## src/hdl/pabm_defs.svh

```systemverilog
// Purpose: Constants for the port A/B alternate function mux
// Assumes: Included by bare name
// Notes:   Bit positions of the Port B alternate functions
`ifndef PABM_DEFS_SVH
`define PABM_DEFS_SVH
`define PABM_PB_SLAVE_SEL  0
`define PABM_PB_SCK        1
`define PABM_PB_MOSI       2
`define PABM_PB_MISO       3
`define PABM_PB_T2A        4
`define PABM_PB_T1A        5
`define PABM_PB_T1B        6
`define PABM_PB_T0A_T1C    7
`define PABM_PORT_RST      8'h00
`endif

```

## src/hdl/pabm_pkg.sv

```systemverilog
// Purpose: Types for the port A/B alternate function mux
// Assumes: Nothing
// Notes:   Types only; constants sit in the defs header
package pabm_pkg;
    typedef logic [7:0] pabm_byte_type;
    // Selection of the timer driving Port B bit 7
    typedef enum logic [1:0] {
        PABM_B7_TIMER0 = 2'h1,
        PABM_B7_TIMER1 = 2'h2
    } pabm_b7_src_type;
endpackage

```

## src/hdl/pabm_pin_ctl.sv

```systemverilog
// Purpose: Port A/B override logic and per-pin control resolution
// Assumes: Port registers and function signals are synchronous to sys_clk
// Notes:   Pin controls are registered so pad drivers see clean levels
`timescale 1ns/1ps
`include "pabm_defs.svh"

module pabm_pin_ctl
    import pabm_pkg::*;
(
    // Clock, reset, enable
    input  wire logic        sys_clk,
    input  wire logic        rst,
    input  wire logic        clk_en,
    // Port registers and global controls
    input  wire logic [7:0]  port_a_out,
    input  wire logic [7:0]  port_a_dir,
    input  wire logic [7:0]  port_b_out,
    input  wire logic [7:0]  port_b_dir,
    input  wire logic        global_pullup_disable,
    input  wire logic        sleep_clamp,
    // External memory interface
    input  wire logic        ext_mem_enable,
    input  wire logic        mem_write_strobe,
    input  wire logic        address_active,
    input  wire logic [7:0]  mem_addr_low,
    input  wire logic [7:0]  mem_write_data,
    output logic      [7:0]  mem_read_data,
    // Timer compare outputs
    input  wire logic        timer0_match_a_out,
    input  wire logic        timer0_match_a_en,
    input  wire logic        timer1_match_c_out,
    input  wire logic        timer1_match_c_en,
    input  wire logic        timer1_match_b_out,
    input  wire logic        timer1_match_b_en,
    input  wire logic        timer1_match_a_out,
    input  wire logic        timer1_match_a_en,
    input  wire logic        timer2_match_a_out,
    input  wire logic        timer2_match_a_en,
    // SPI
    input  wire logic        spi_enable_bit,
    input  wire logic        spi_master_select,
    input  wire logic        spi_slave_data_out,
    input  wire logic        spi_master_data_out,
    input  wire logic        spi_clock_out,
    output logic             spi_master_data_in,
    output logic             spi_slave_data_in,
    output logic             spi_clock_in,
    output logic             spi_slave_select_n,
    // Pin change
    input  wire logic [7:0]  pin_change_mask,
    input  wire logic        pin_change_group0_en,
    output logic      [7:0]  pin_change_src,
    // Pads, Port A
    input  wire logic [7:0]  pad_a_in,
    output logic      [7:0]  pad_a_out,
    output logic      [7:0]  pad_a_oe,
    output logic      [7:0]  pad_a_pullup,
    output logic      [7:0]  pad_a_in_en,
    // Pads, Port B
    input  wire logic [7:0]  pad_b_in,
    output logic      [7:0]  pad_b_out,
    output logic      [7:0]  pad_b_oe,
    output logic      [7:0]  pad_b_pullup,
    output logic      [7:0]  pad_b_in_en
);

    // Per-pin override terms, Port A
    logic [7:0] a_pullup_ovr_en, a_pullup_ovr_val, a_dir_ovr_en, a_dir_ovr_val, a_value_ovr_en, a_value_ovr_val, a_in_enable_ovr_en, a_in_enable_ovr_val;
    // Per-pin override terms, Port B
    logic [7:0] b_pullup_ovr_en, b_pullup_ovr_val, b_dir_ovr_en, b_dir_ovr_val, b_value_ovr_en, b_value_ovr_val, b_in_enable_ovr_en, b_in_enable_ovr_val;
    // Resolved controls ahead of the pad registers
    logic [7:0] a_oe_next, a_out_next, a_pu_next, a_ie_next;
    logic [7:0] b_oe_next, b_out_next, b_pu_next, b_ie_next;
    logic [7:0] a_oe_reg, a_out_reg, a_pu_reg, a_ie_reg;
    logic [7:0] b_oe_reg, b_out_reg, b_pu_reg, b_ie_reg;
    logic [7:0] rd_data_reg;
    logic [7:0] pcint_reg;
    logic [3:0] spi_in_reg;
    logic       mem_drive;
    logic       spi_master;
    logic       spi_slave;
    logic       b7_en;
    logic       b7_val;
    pabm_b7_src_type b7_src;

    // Memory phase: drive on write strobe or while address is presented
    assign mem_drive = mem_write_strobe | address_active;

    // Port A overrides, all eight pins alike
    assign a_pullup_ovr_en  = {8{ext_mem_enable}};
    assign a_dir_ovr_en  = {8{ext_mem_enable}};
    assign a_value_ovr_en  = {8{ext_mem_enable}};
    assign a_in_enable_ovr_en = 8'h00;
    assign a_in_enable_ovr_val = 8'h00;
    assign a_dir_ovr_val  = {8{mem_drive}};
    // Pull-up follows port bit only while the bus is not driven and global_pullup_disable is set
    assign a_pullup_ovr_val  = {8{~mem_drive}} & port_a_out & {8{global_pullup_disable}};
    // Address during address phase, write data during write strobe
    assign a_value_ovr_val  = (mem_addr_low & {8{address_active}})
                   | (mem_write_data & {8{mem_write_strobe}});

    // SPI role decode
    assign spi_master = spi_enable_bit & spi_master_select;
    assign spi_slave  = spi_enable_bit & ~spi_master_select;

    // Bit 7 picks timer 1 C when that compare is enabled, else timer 0 A
    assign b7_src = timer1_match_c_en ? PABM_B7_TIMER1 : PABM_B7_TIMER0;
    assign b7_en  = timer0_match_a_en | timer1_match_c_en;
    assign b7_val = (b7_src == PABM_B7_TIMER1) ? timer1_match_c_out
                                               : timer0_match_a_out;

    // Port B overrides; compare outputs only replace the value, so dir bit gates them
    assign b_value_ovr_en[`PABM_PB_T0A_T1C] = b7_en;
    assign b_value_ovr_val[`PABM_PB_T0A_T1C] = b7_val;
    assign b_value_ovr_en[`PABM_PB_T1B]     = timer1_match_b_en;
    assign b_value_ovr_val[`PABM_PB_T1B]     = timer1_match_b_out;
    assign b_value_ovr_en[`PABM_PB_T1A]     = timer1_match_a_en;
    assign b_value_ovr_val[`PABM_PB_T1A]     = timer1_match_a_out;
    assign b_value_ovr_en[`PABM_PB_T2A]     = timer2_match_a_en;
    assign b_value_ovr_val[`PABM_PB_T2A]     = timer2_match_a_out;
    // Forced inputs: MISO in master, MOSI, clock and slave select in slave
    assign b_dir_ovr_en[`PABM_PB_MISO]      = spi_master;
    assign b_dir_ovr_en[`PABM_PB_MOSI]      = spi_slave;
    assign b_dir_ovr_en[`PABM_PB_SCK]       = spi_slave;
    assign b_dir_ovr_en[`PABM_PB_SLAVE_SEL] = spi_slave;
    assign b_dir_ovr_en[7:4] = 4'h0;
    assign b_dir_ovr_val      = 8'h00;
    // Forced inputs keep the port-bit pull-up, still honouring the disable term
    assign b_pullup_ovr_en = b_dir_ovr_en;
    assign b_pullup_ovr_val = port_b_out & ~{8{global_pullup_disable}} & b_dir_ovr_en;
    // Master drives MOSI and clock; slave drives MISO when its dir bit allows
    assign b_value_ovr_en[`PABM_PB_MISO]      = spi_slave;
    assign b_value_ovr_val[`PABM_PB_MISO]      = spi_slave_data_out;
    assign b_value_ovr_en[`PABM_PB_MOSI]      = spi_master;
    assign b_value_ovr_val[`PABM_PB_MOSI]      = spi_master_data_out;
    assign b_value_ovr_en[`PABM_PB_SCK]       = spi_master;
    assign b_value_ovr_val[`PABM_PB_SCK]       = spi_clock_out;
    assign b_value_ovr_en[`PABM_PB_SLAVE_SEL] = 1'b0;
    assign b_value_ovr_val[`PABM_PB_SLAVE_SEL] = 1'b0;
    // Enabled change sources keep their input alive through sleep
    assign b_in_enable_ovr_en = pin_change_mask & {8{pin_change_group0_en}};
    assign b_in_enable_ovr_val = 8'hFF;

    // Resolution: each override replaces only its own control
    assign a_oe_next  = (a_dir_ovr_en & a_dir_ovr_val) | (~a_dir_ovr_en & port_a_dir);
    assign a_out_next = (a_value_ovr_en & a_value_ovr_val) | (~a_value_ovr_en & port_a_out);
    assign a_pu_next  = (a_pullup_ovr_en & a_pullup_ovr_val)
                      | (~a_pullup_ovr_en & ~port_a_dir & port_a_out
                         & ~{8{global_pullup_disable}});
    assign a_ie_next  = (a_in_enable_ovr_en & a_in_enable_ovr_val) | (~a_in_enable_ovr_en & {8{~sleep_clamp}});
    assign b_oe_next  = (b_dir_ovr_en & b_dir_ovr_val) | (~b_dir_ovr_en & port_b_dir);
    assign b_out_next = (b_value_ovr_en & b_value_ovr_val) | (~b_value_ovr_en & port_b_out);
    assign b_pu_next  = (b_pullup_ovr_en & b_pullup_ovr_val)
                      | (~b_pullup_ovr_en & ~port_b_dir & port_b_out
                         & ~{8{global_pullup_disable}});
    assign b_ie_next  = (b_in_enable_ovr_en & b_in_enable_ovr_val) | (~b_in_enable_ovr_en & {8{~sleep_clamp}});

    // Pad control registers; clk_en freezes them
    always_ff @(posedge sys_clk) begin
        if (rst) begin
            a_oe_reg  <= `PABM_PORT_RST;
            a_out_reg <= `PABM_PORT_RST;
            a_pu_reg  <= `PABM_PORT_RST;
            a_ie_reg  <= `PABM_PORT_RST;
        end else if (clk_en) begin
            a_oe_reg  <= a_oe_next;
            a_out_reg <= a_out_next;
            a_pu_reg  <= a_pu_next;
            a_ie_reg  <= a_ie_next;
        end
    end

    // Port B pad registers
    always_ff @(posedge sys_clk) begin
        if (rst) begin
            b_oe_reg  <= `PABM_PORT_RST;
            b_out_reg <= `PABM_PORT_RST;
            b_pu_reg  <= `PABM_PORT_RST;
            b_ie_reg  <= `PABM_PORT_RST;
        end else if (clk_en) begin
            b_oe_reg  <= b_oe_next;
            b_out_reg <= b_out_next;
            b_pu_reg  <= b_pu_next;
            b_ie_reg  <= b_ie_next;
        end
    end

    // Inputs to functions; a disabled input reads as zero, like a clamped pad, except the SPI inputs, which read as one
    always_ff @(posedge sys_clk) begin
        if (rst) begin
            rd_data_reg <= `PABM_PORT_RST;
            pcint_reg   <= `PABM_PORT_RST;
            spi_in_reg  <= 4'hF;
        end else if (clk_en) begin
            rd_data_reg <= pad_a_in & a_ie_reg;
            pcint_reg   <= pad_b_in & b_ie_reg;
            spi_in_reg  <= pad_b_in[3:0] | ~b_ie_reg[3:0];
        end
    end

    // Outputs
    assign pad_a_out          = a_out_reg;
    assign pad_a_oe           = a_oe_reg;
    assign pad_a_pullup       = a_pu_reg;
    assign pad_a_in_en        = a_ie_reg;
    assign pad_b_out          = b_out_reg;
    assign pad_b_oe           = b_oe_reg;
    assign pad_b_pullup       = b_pu_reg;
    assign pad_b_in_en        = b_ie_reg;
    assign mem_read_data      = rd_data_reg;
    assign pin_change_src     = pcint_reg;
    assign spi_slave_select_n = spi_in_reg[`PABM_PB_SLAVE_SEL];
    assign spi_clock_in       = spi_in_reg[`PABM_PB_SCK];
    assign spi_slave_data_in  = spi_in_reg[`PABM_PB_MOSI];
    assign spi_master_data_in = spi_in_reg[`PABM_PB_MISO];

    // Memory mode drives Port A exactly when the bus phase asks for it
    property p_mem_oe;
        @(posedge sys_clk) disable iff (rst)
        (clk_en && ext_mem_enable) |=> (pad_a_oe == {8{$past(mem_drive)}});
    endproperty
    a_mem_oe: assert property (p_mem_oe) else $error("port A oe wrong");

    property p_mem_in_en;
        @(posedge sys_clk) disable iff (rst)
        (clk_en && ext_mem_enable && sleep_clamp) |=> (pad_a_in_en == 8'h00);
    endproperty
    a_mem_in_en: assert property (p_mem_in_en) else $error("input override used");

    property p_addr_out;
        @(posedge sys_clk) disable iff (rst)
        (clk_en && ext_mem_enable && address_active && !mem_write_strobe)
            |=> (pad_a_out == $past(mem_addr_low));
    endproperty
    a_addr_out: assert property (p_addr_out) else $error("address not driven");

    property p_miso_in;
        @(posedge sys_clk) disable iff (rst)
        (clk_en && spi_master) |=> !pad_b_oe[`PABM_PB_MISO];
    endproperty
    a_miso_in: assert property (p_miso_in) else $error("MISO not input");

    property p_mosi_in;
        @(posedge sys_clk) disable iff (rst)
        (clk_en && spi_slave) |=> !pad_b_oe[`PABM_PB_MOSI] && !pad_b_oe[`PABM_PB_SCK];
    endproperty
    a_mosi_in: assert property (p_mosi_in) else $error("slave pins not input");

    property p_pwm5;
        @(posedge sys_clk) disable iff (rst)
        (clk_en && timer1_match_a_en) |=> (pad_b_out[`PABM_PB_T1A] == $past(timer1_match_a_out));
    endproperty
    a_pwm5: assert property (p_pwm5) else $error("bit 5 compare lost");

    property p_pcint_ie;
        @(posedge sys_clk) disable iff (rst)
        (clk_en && pin_change_group0_en && pin_change_mask[7]) |=> pad_b_in_en[7];
    endproperty
    a_pcint_ie: assert property (p_pcint_ie) else $error("input not forced on");

    property p_pullup;
        @(posedge sys_clk) disable iff (rst)
        (clk_en && !ext_mem_enable && !port_a_dir[0] && port_a_out[0] && !global_pullup_disable)
            |=> pad_a_pullup[0];
    endproperty
    a_pullup: assert property (p_pullup) else $error("default pull-up off");

    // Write strobe alone puts the write data on the pins
    property p_wr_out;
        @(posedge sys_clk) disable iff (rst)
        (clk_en && ext_mem_enable && mem_write_strobe && !address_active)
            |=> (pad_a_out == $past(mem_write_data));
    endproperty
    a_wr_out: assert property (p_wr_out) else $error("write data not driven");

    // A driven bus must never fight a pull-up
    property p_bus_pullup;
        @(posedge sys_clk) disable iff (rst)
        (clk_en && ext_mem_enable && mem_drive) |=> (pad_a_pullup == 8'h00);
    endproperty
    a_bus_pullup: assert property (p_bus_pullup) else $error("bus pull-up on");

    // Read data is the enabled pin level one cycle later
    property p_rd_data;
        @(posedge sys_clk) disable iff (rst)
        clk_en |=> (mem_read_data == ($past(pad_a_in) & $past(pad_a_in_en)));
    endproperty
    a_rd_data: assert property (p_rd_data) else $error("read data wrong");

    // Timer 1 C owns bit 7 whenever its compare output is on
    property p_b7_t1c;
        @(posedge sys_clk) disable iff (rst)
        (clk_en && timer1_match_c_en)
            |=> (pad_b_out[`PABM_PB_T0A_T1C] == $past(timer1_match_c_out));
    endproperty
    a_b7_t1c: assert property (p_b7_t1c) else $error("bit 7 timer 1 lost");

    // Otherwise timer 0 A reaches bit 7
    property p_b7_t0a;
        @(posedge sys_clk) disable iff (rst)
        (clk_en && timer0_match_a_en && !timer1_match_c_en)
            |=> (pad_b_out[`PABM_PB_T0A_T1C] == $past(timer0_match_a_out));
    endproperty
    a_b7_t0a: assert property (p_b7_t0a) else $error("bit 7 timer 0 lost");

    // Bit 6 follows timer 1 B waveform
    property p_pwm6;
        @(posedge sys_clk) disable iff (rst)
        (clk_en && timer1_match_b_en)
            |=> (pad_b_out[`PABM_PB_T1B] == $past(timer1_match_b_out));
    endproperty
    a_pwm6: assert property (p_pwm6) else $error("bit 6 compare lost");

    // Bit 4 follows timer 2 A waveform
    property p_pwm4;
        @(posedge sys_clk) disable iff (rst)
        (clk_en && timer2_match_a_en)
            |=> (pad_b_out[`PABM_PB_T2A] == $past(timer2_match_a_out));
    endproperty
    a_pwm4: assert property (p_pwm4) else $error("bit 4 compare lost");

    // A slave must listen on its select pin, never drive it
    property p_ss_in;
        @(posedge sys_clk) disable iff (rst)
        (clk_en && spi_slave) |=> !pad_b_oe[`PABM_PB_SLAVE_SEL];
    endproperty
    a_ss_in: assert property (p_ss_in) else $error("select not input");

    // Forced input keeps the port-bit pull-up
    property p_spi_pullup;
        @(posedge sys_clk) disable iff (rst)
        (clk_en && spi_master) |=> (pad_b_pullup[`PABM_PB_MISO]
            == ($past(port_b_out[`PABM_PB_MISO]) && !$past(global_pullup_disable)));
    endproperty
    a_spi_pullup: assert property (p_spi_pullup) else $error("pull-up lost");

endmodule // pabm_pin_ctl

```

## config.mk

```make
export PLATFORM = sky130hd
export DESIGN_NAME = pabm_pin_ctl
export DESIGN_NICKNAME = d
export VERILOG_FILES = /design/src/hdl/pabm_pkg.sv /design/src/hdl/pabm_pin_ctl.sv
export VERILOG_INCLUDE_DIRS = /design/src /design/src/hdl
export SDC_FILE = /design/constraint.sdc
export NUM_CORES = 1
export LEC_CHECK = 0
export BUFFER_PORTS_ARGS = -buffer_cell sky130_fd_sc_hd__buf_2
export CAP_MARGIN = 10
export CORE_MARGIN = 4
export CORE_UTILIZATION = 44
export CTS_BUF_LIST = sky130_fd_sc_hd__clkbuf_4 sky130_fd_sc_hd__clkbuf_8 sky130_fd_sc_hd__clkbuf_16
export CTS_CLUSTER_DIAMETER = 40
export DETAILED_ROUTE_END_ITERATION = 8
export GPL_TIMING_DRIVEN = 0
export PLACE_DENSITY_LB_ADDON = 0.12
export SLEW_MARGIN = 20
export SYNTH_ARGS = -nofsm -noshare
export SYNTH_HDL_FRONTEND = slang
export SYNTH_SLANG_ARGS = --single-unit
```

## constraint.sdc

```tcl
create_clock -name sys_clk -period 1.25 [get_ports sys_clk]
set_input_delay 0.0625 -clock sys_clk [delete_from_list [all_inputs] [get_ports sys_clk]]
set_output_delay 0.0625 -clock sys_clk [all_outputs]
set_load 0.01 [all_outputs]
```

==> flow_summary.json <==
{
  "drt_iter0_drc": 100,
  "hp-class": "in2reg",
  "yosysSeqAreaShare_pct": 47.5,
  "initial_core_util_pct": 45.0,
  "die_x_um": 93.9,
  "io-pin-count": 180,
  "hold_viol_final": 0,
  "post-place-ws_ps": -99.6,
  "port_buffers": 174,
  "synth_top_area_share_pct": 47.5,
  "avgSynthCellArea_um2": 8.84,
  "period_minus_slack_ps": 1070,
  "p_int_w": 0.00419,
  "wl_per_cell_um": 15.4,
  "max_slew_margin_pct": 62.5,
  "rows": 31,
  "worst_setup_path_end_kind": "output pin",
  "cts_buffers": 9,
  "synthTopCellsByArea": "dfxtp_1 (48%), nand2b_1 (7.9%), a21oi_1 (6.5%), nor2_1 (4.5%), mux2i_1 (3.7%)",
  "dp_hpwl_um": 7800,
  "drcViolationCount": 0,
  "maxCapViolations": 0,
  "combPwrFrac_pct": 16.5,
  "instances_no_fill": 682,
  "arrival_ps": 1000,
  "fmaxAchievable_mhz": 938,
  "clock_sink_count": 77,
  "worstSkewPairLatency_ps": 340,
  "coreArea_mm2": 0.00721,
  "dieArea_mm2": 0.00881,
  "switching_share_pct": 25.3,
  "clock_skew_ps": 5.73,
  "worst_ep_required_time_ps": 1190,
  "syn-num-nets": 463,
  "h-tree-depth": 3,
  "grt.met2_usage_pct": 40.3,
  "gp_congestion": 0.848,
  "synth.ff_latch_count": 77,
  "startpoint_type": "flip-flop",
  "path_clk_slew_ps": 80,
  "area_growth_syn_to_layout_pct": 45.6,
  "synth.distinct_cells": 27,
  "viasPerCell": 4.98,
  "cts_setup_buffers": 0,
  "cts_tree": "built",
  "power_frac_clock_pct": 36.2,
  "crit_fanout": 10,
  "antenna_found_initial": 0,
  "first_pass_iters": 4,
  "ys_warn_count": 0,
  "vias": 3393,
  "fin_crit_sh_pct": 85.2,
  "n_antenna_cell": 0,
  "track_usage_pct": 23.6,
  "final_common_cell": "buf_2",
  "grt-ovfl-total": 0,
  "drt-total-wl_um": 10500,
  "cts_root_buf": "clkbuf_8",
  "ir_drop_mv": 0.634,
  "die_height_um": 93.9,
  "final-setup-viol-count": 0,
  "dp.cells": 640,
  "slew_viol_final": 0,
  "seq_power_share_pct": 47.3,
  "power_switching_w": 0.00142,
  "nets": 675,
  "cts.path.max_buffers": 2,
  "busiest_layer": "met2",
  "yosysTopAreaCell": "dfxtp_1",
  "power_density_mw_per_mm2": 1190,
  "grt_pass1_vias": 3490,
  "leakage_nw": 2.20,
  "outcome": "finished clean",
  "path_class": "reg2out",
  "use_met1_pct": 29.3,
  "drive_gt1_share_pct": 37.6,
  "syn_area_mm2": 0.00324,
  "final_cell_mix": "buf_2 (183), dfxtp_1 (76), a21oi_1 (42), nand2b_1 (41), nor2_1 (39)",
  "rsz0062_at_grt": "false",
  "syn_inst": 367,
  "final_antenna_net_count": 0,
  "met3_usage_pct": 5.05,
  "grt_max_degree": 13,
  "tightest_slew_ps": 562,
  "setup_slack_ps": 184,
  "grt_pass1_wl_um": 16400
}
[final cells by class]
class                      count  area [um2]
fill                         659        2490
sequential                    77        1540
multi-input combinational    251        1470
timing repair buffer         201        1140
buffer                        39         233
clock buffer                  10         138
tap                           99         124
clock inverter                 5        75.1
[routing by layer]
metal,vias up,routed length [um]
met3,14,652
met5,-,0
met4,0,165
met1,1560,4540
met2,110,5110
li1,1709,-
[critical path, stage by stage, from the launching register on]
cell and delay (ps):
dfxtp_2 420, buf_4 130, buf_2 120
[logic make-up after synthesis]
| kind of cell | after synthesis | synth area share [%] |
|---|---|---|
| AO/OA/AOI/OAI | 91 | 17.7 |
| flip-flops | 77 | 47.5 |
| AND/OR/NAND/NOR | 147 | 23.6 |
| multiplexers | 13 | 4.05 |
| buffers and inverters | 39 | 7.17 |
[repair_timing]
action | CTS | global route
hold buffers | 26 | 1
setup endpoints to repair | 0 | 7
hold endpoints to repair | 28 | 1
resized for setup | 0 | 1
[synth_stat cells]
| cell type | n |
|---|---|
| dfxtp_1 | 77 |
| a21oi_1 | 42 |
| nand2b_1 | 41 |
| nor2_1 | 39 |
| nor3_1 | 24 |
| buf_4 | 14 |
| nand3_1 | 14 |
| clkbuf_1 | 13 |
| a211oi_1 | 12 |
| mux2i_1 | 12 |
| o22ai_1 | 12 |
| nand2_1 | 10 |
| buf_2 | 9 |
| nor2b_1 | 9 |
| o211ai_1 | 9 |
| a221oi_1 | 8 |
| nor3b_1 | 4 |
| buf_6 | 3 |
| nand3b_1 | 3 |
| a21o_1 | 2 |
| a311oi_1 | 2 |
| and2_1 | 2 |
| o21ai_0 | 2 |
| a211o_1 | 1 |
| and4bb_2 | 1 |
| mux2_2 | 1 |
| o21ba_2 | 1 |
[per-stage QoR]
stage	hold slack, ps	util (%)	power, W	setup TNS (ps)	area (um2)
2_1_floorplan	201	-	0.00315	0	3240
3_3_place_gp	287	58.8	0.00354	-170	4240
3_5_place_dp	300	58.8	0.00356	-282	4240
4_1_cts	1.42	65.3	0.00565	0	4710
5_1_grt	10.5	65.5	0.00585	0	4720
6_report	18.4	65.5	0.00561	0	4720
[final timing paths]
| path | endpoint | depth (start not counted) | startpoint | slack, ps |
|---|---|---|---|---|
| hold / removal | pad_b_out[1]$_SDFFE_PP0P_ | 3 | spi_clock_out | 20 |
| hold reg to reg | pad_b_pullup[1]$_SDFFE_PP0P_ | 2 | pad_b_pullup[1]$_SDFFE_PP0P_ | 470 |
| setup / recovery | pad_a_in_en[1] | 2 | pad_a_in_en[0]$_SDFFE_PP0P_ | 180 |
| setup reg to reg | mem_read_data[4]$_SDFFE_PP0P_ | 4 | pad_a_in_en[0]$_SDFFE_PP0P_ | 220 |
[power by group through the flow]
stage | clock network, W | logic (W) | registers [W]
floorplan | 0 | 0.000391 | 0.00276
global placement | 0 | 0.000846 | 0.00270
detailed placement | 0 | 0.000859 | 0.00271
CTS | 0.00207 | 0.000927 | 0.00265
global route | 0.00217 | 0.00102 | 0.00267
finish | 0.00203 | 0.000926 | 0.00265
No activity file was read; power rests on OpenSTA's default activity.
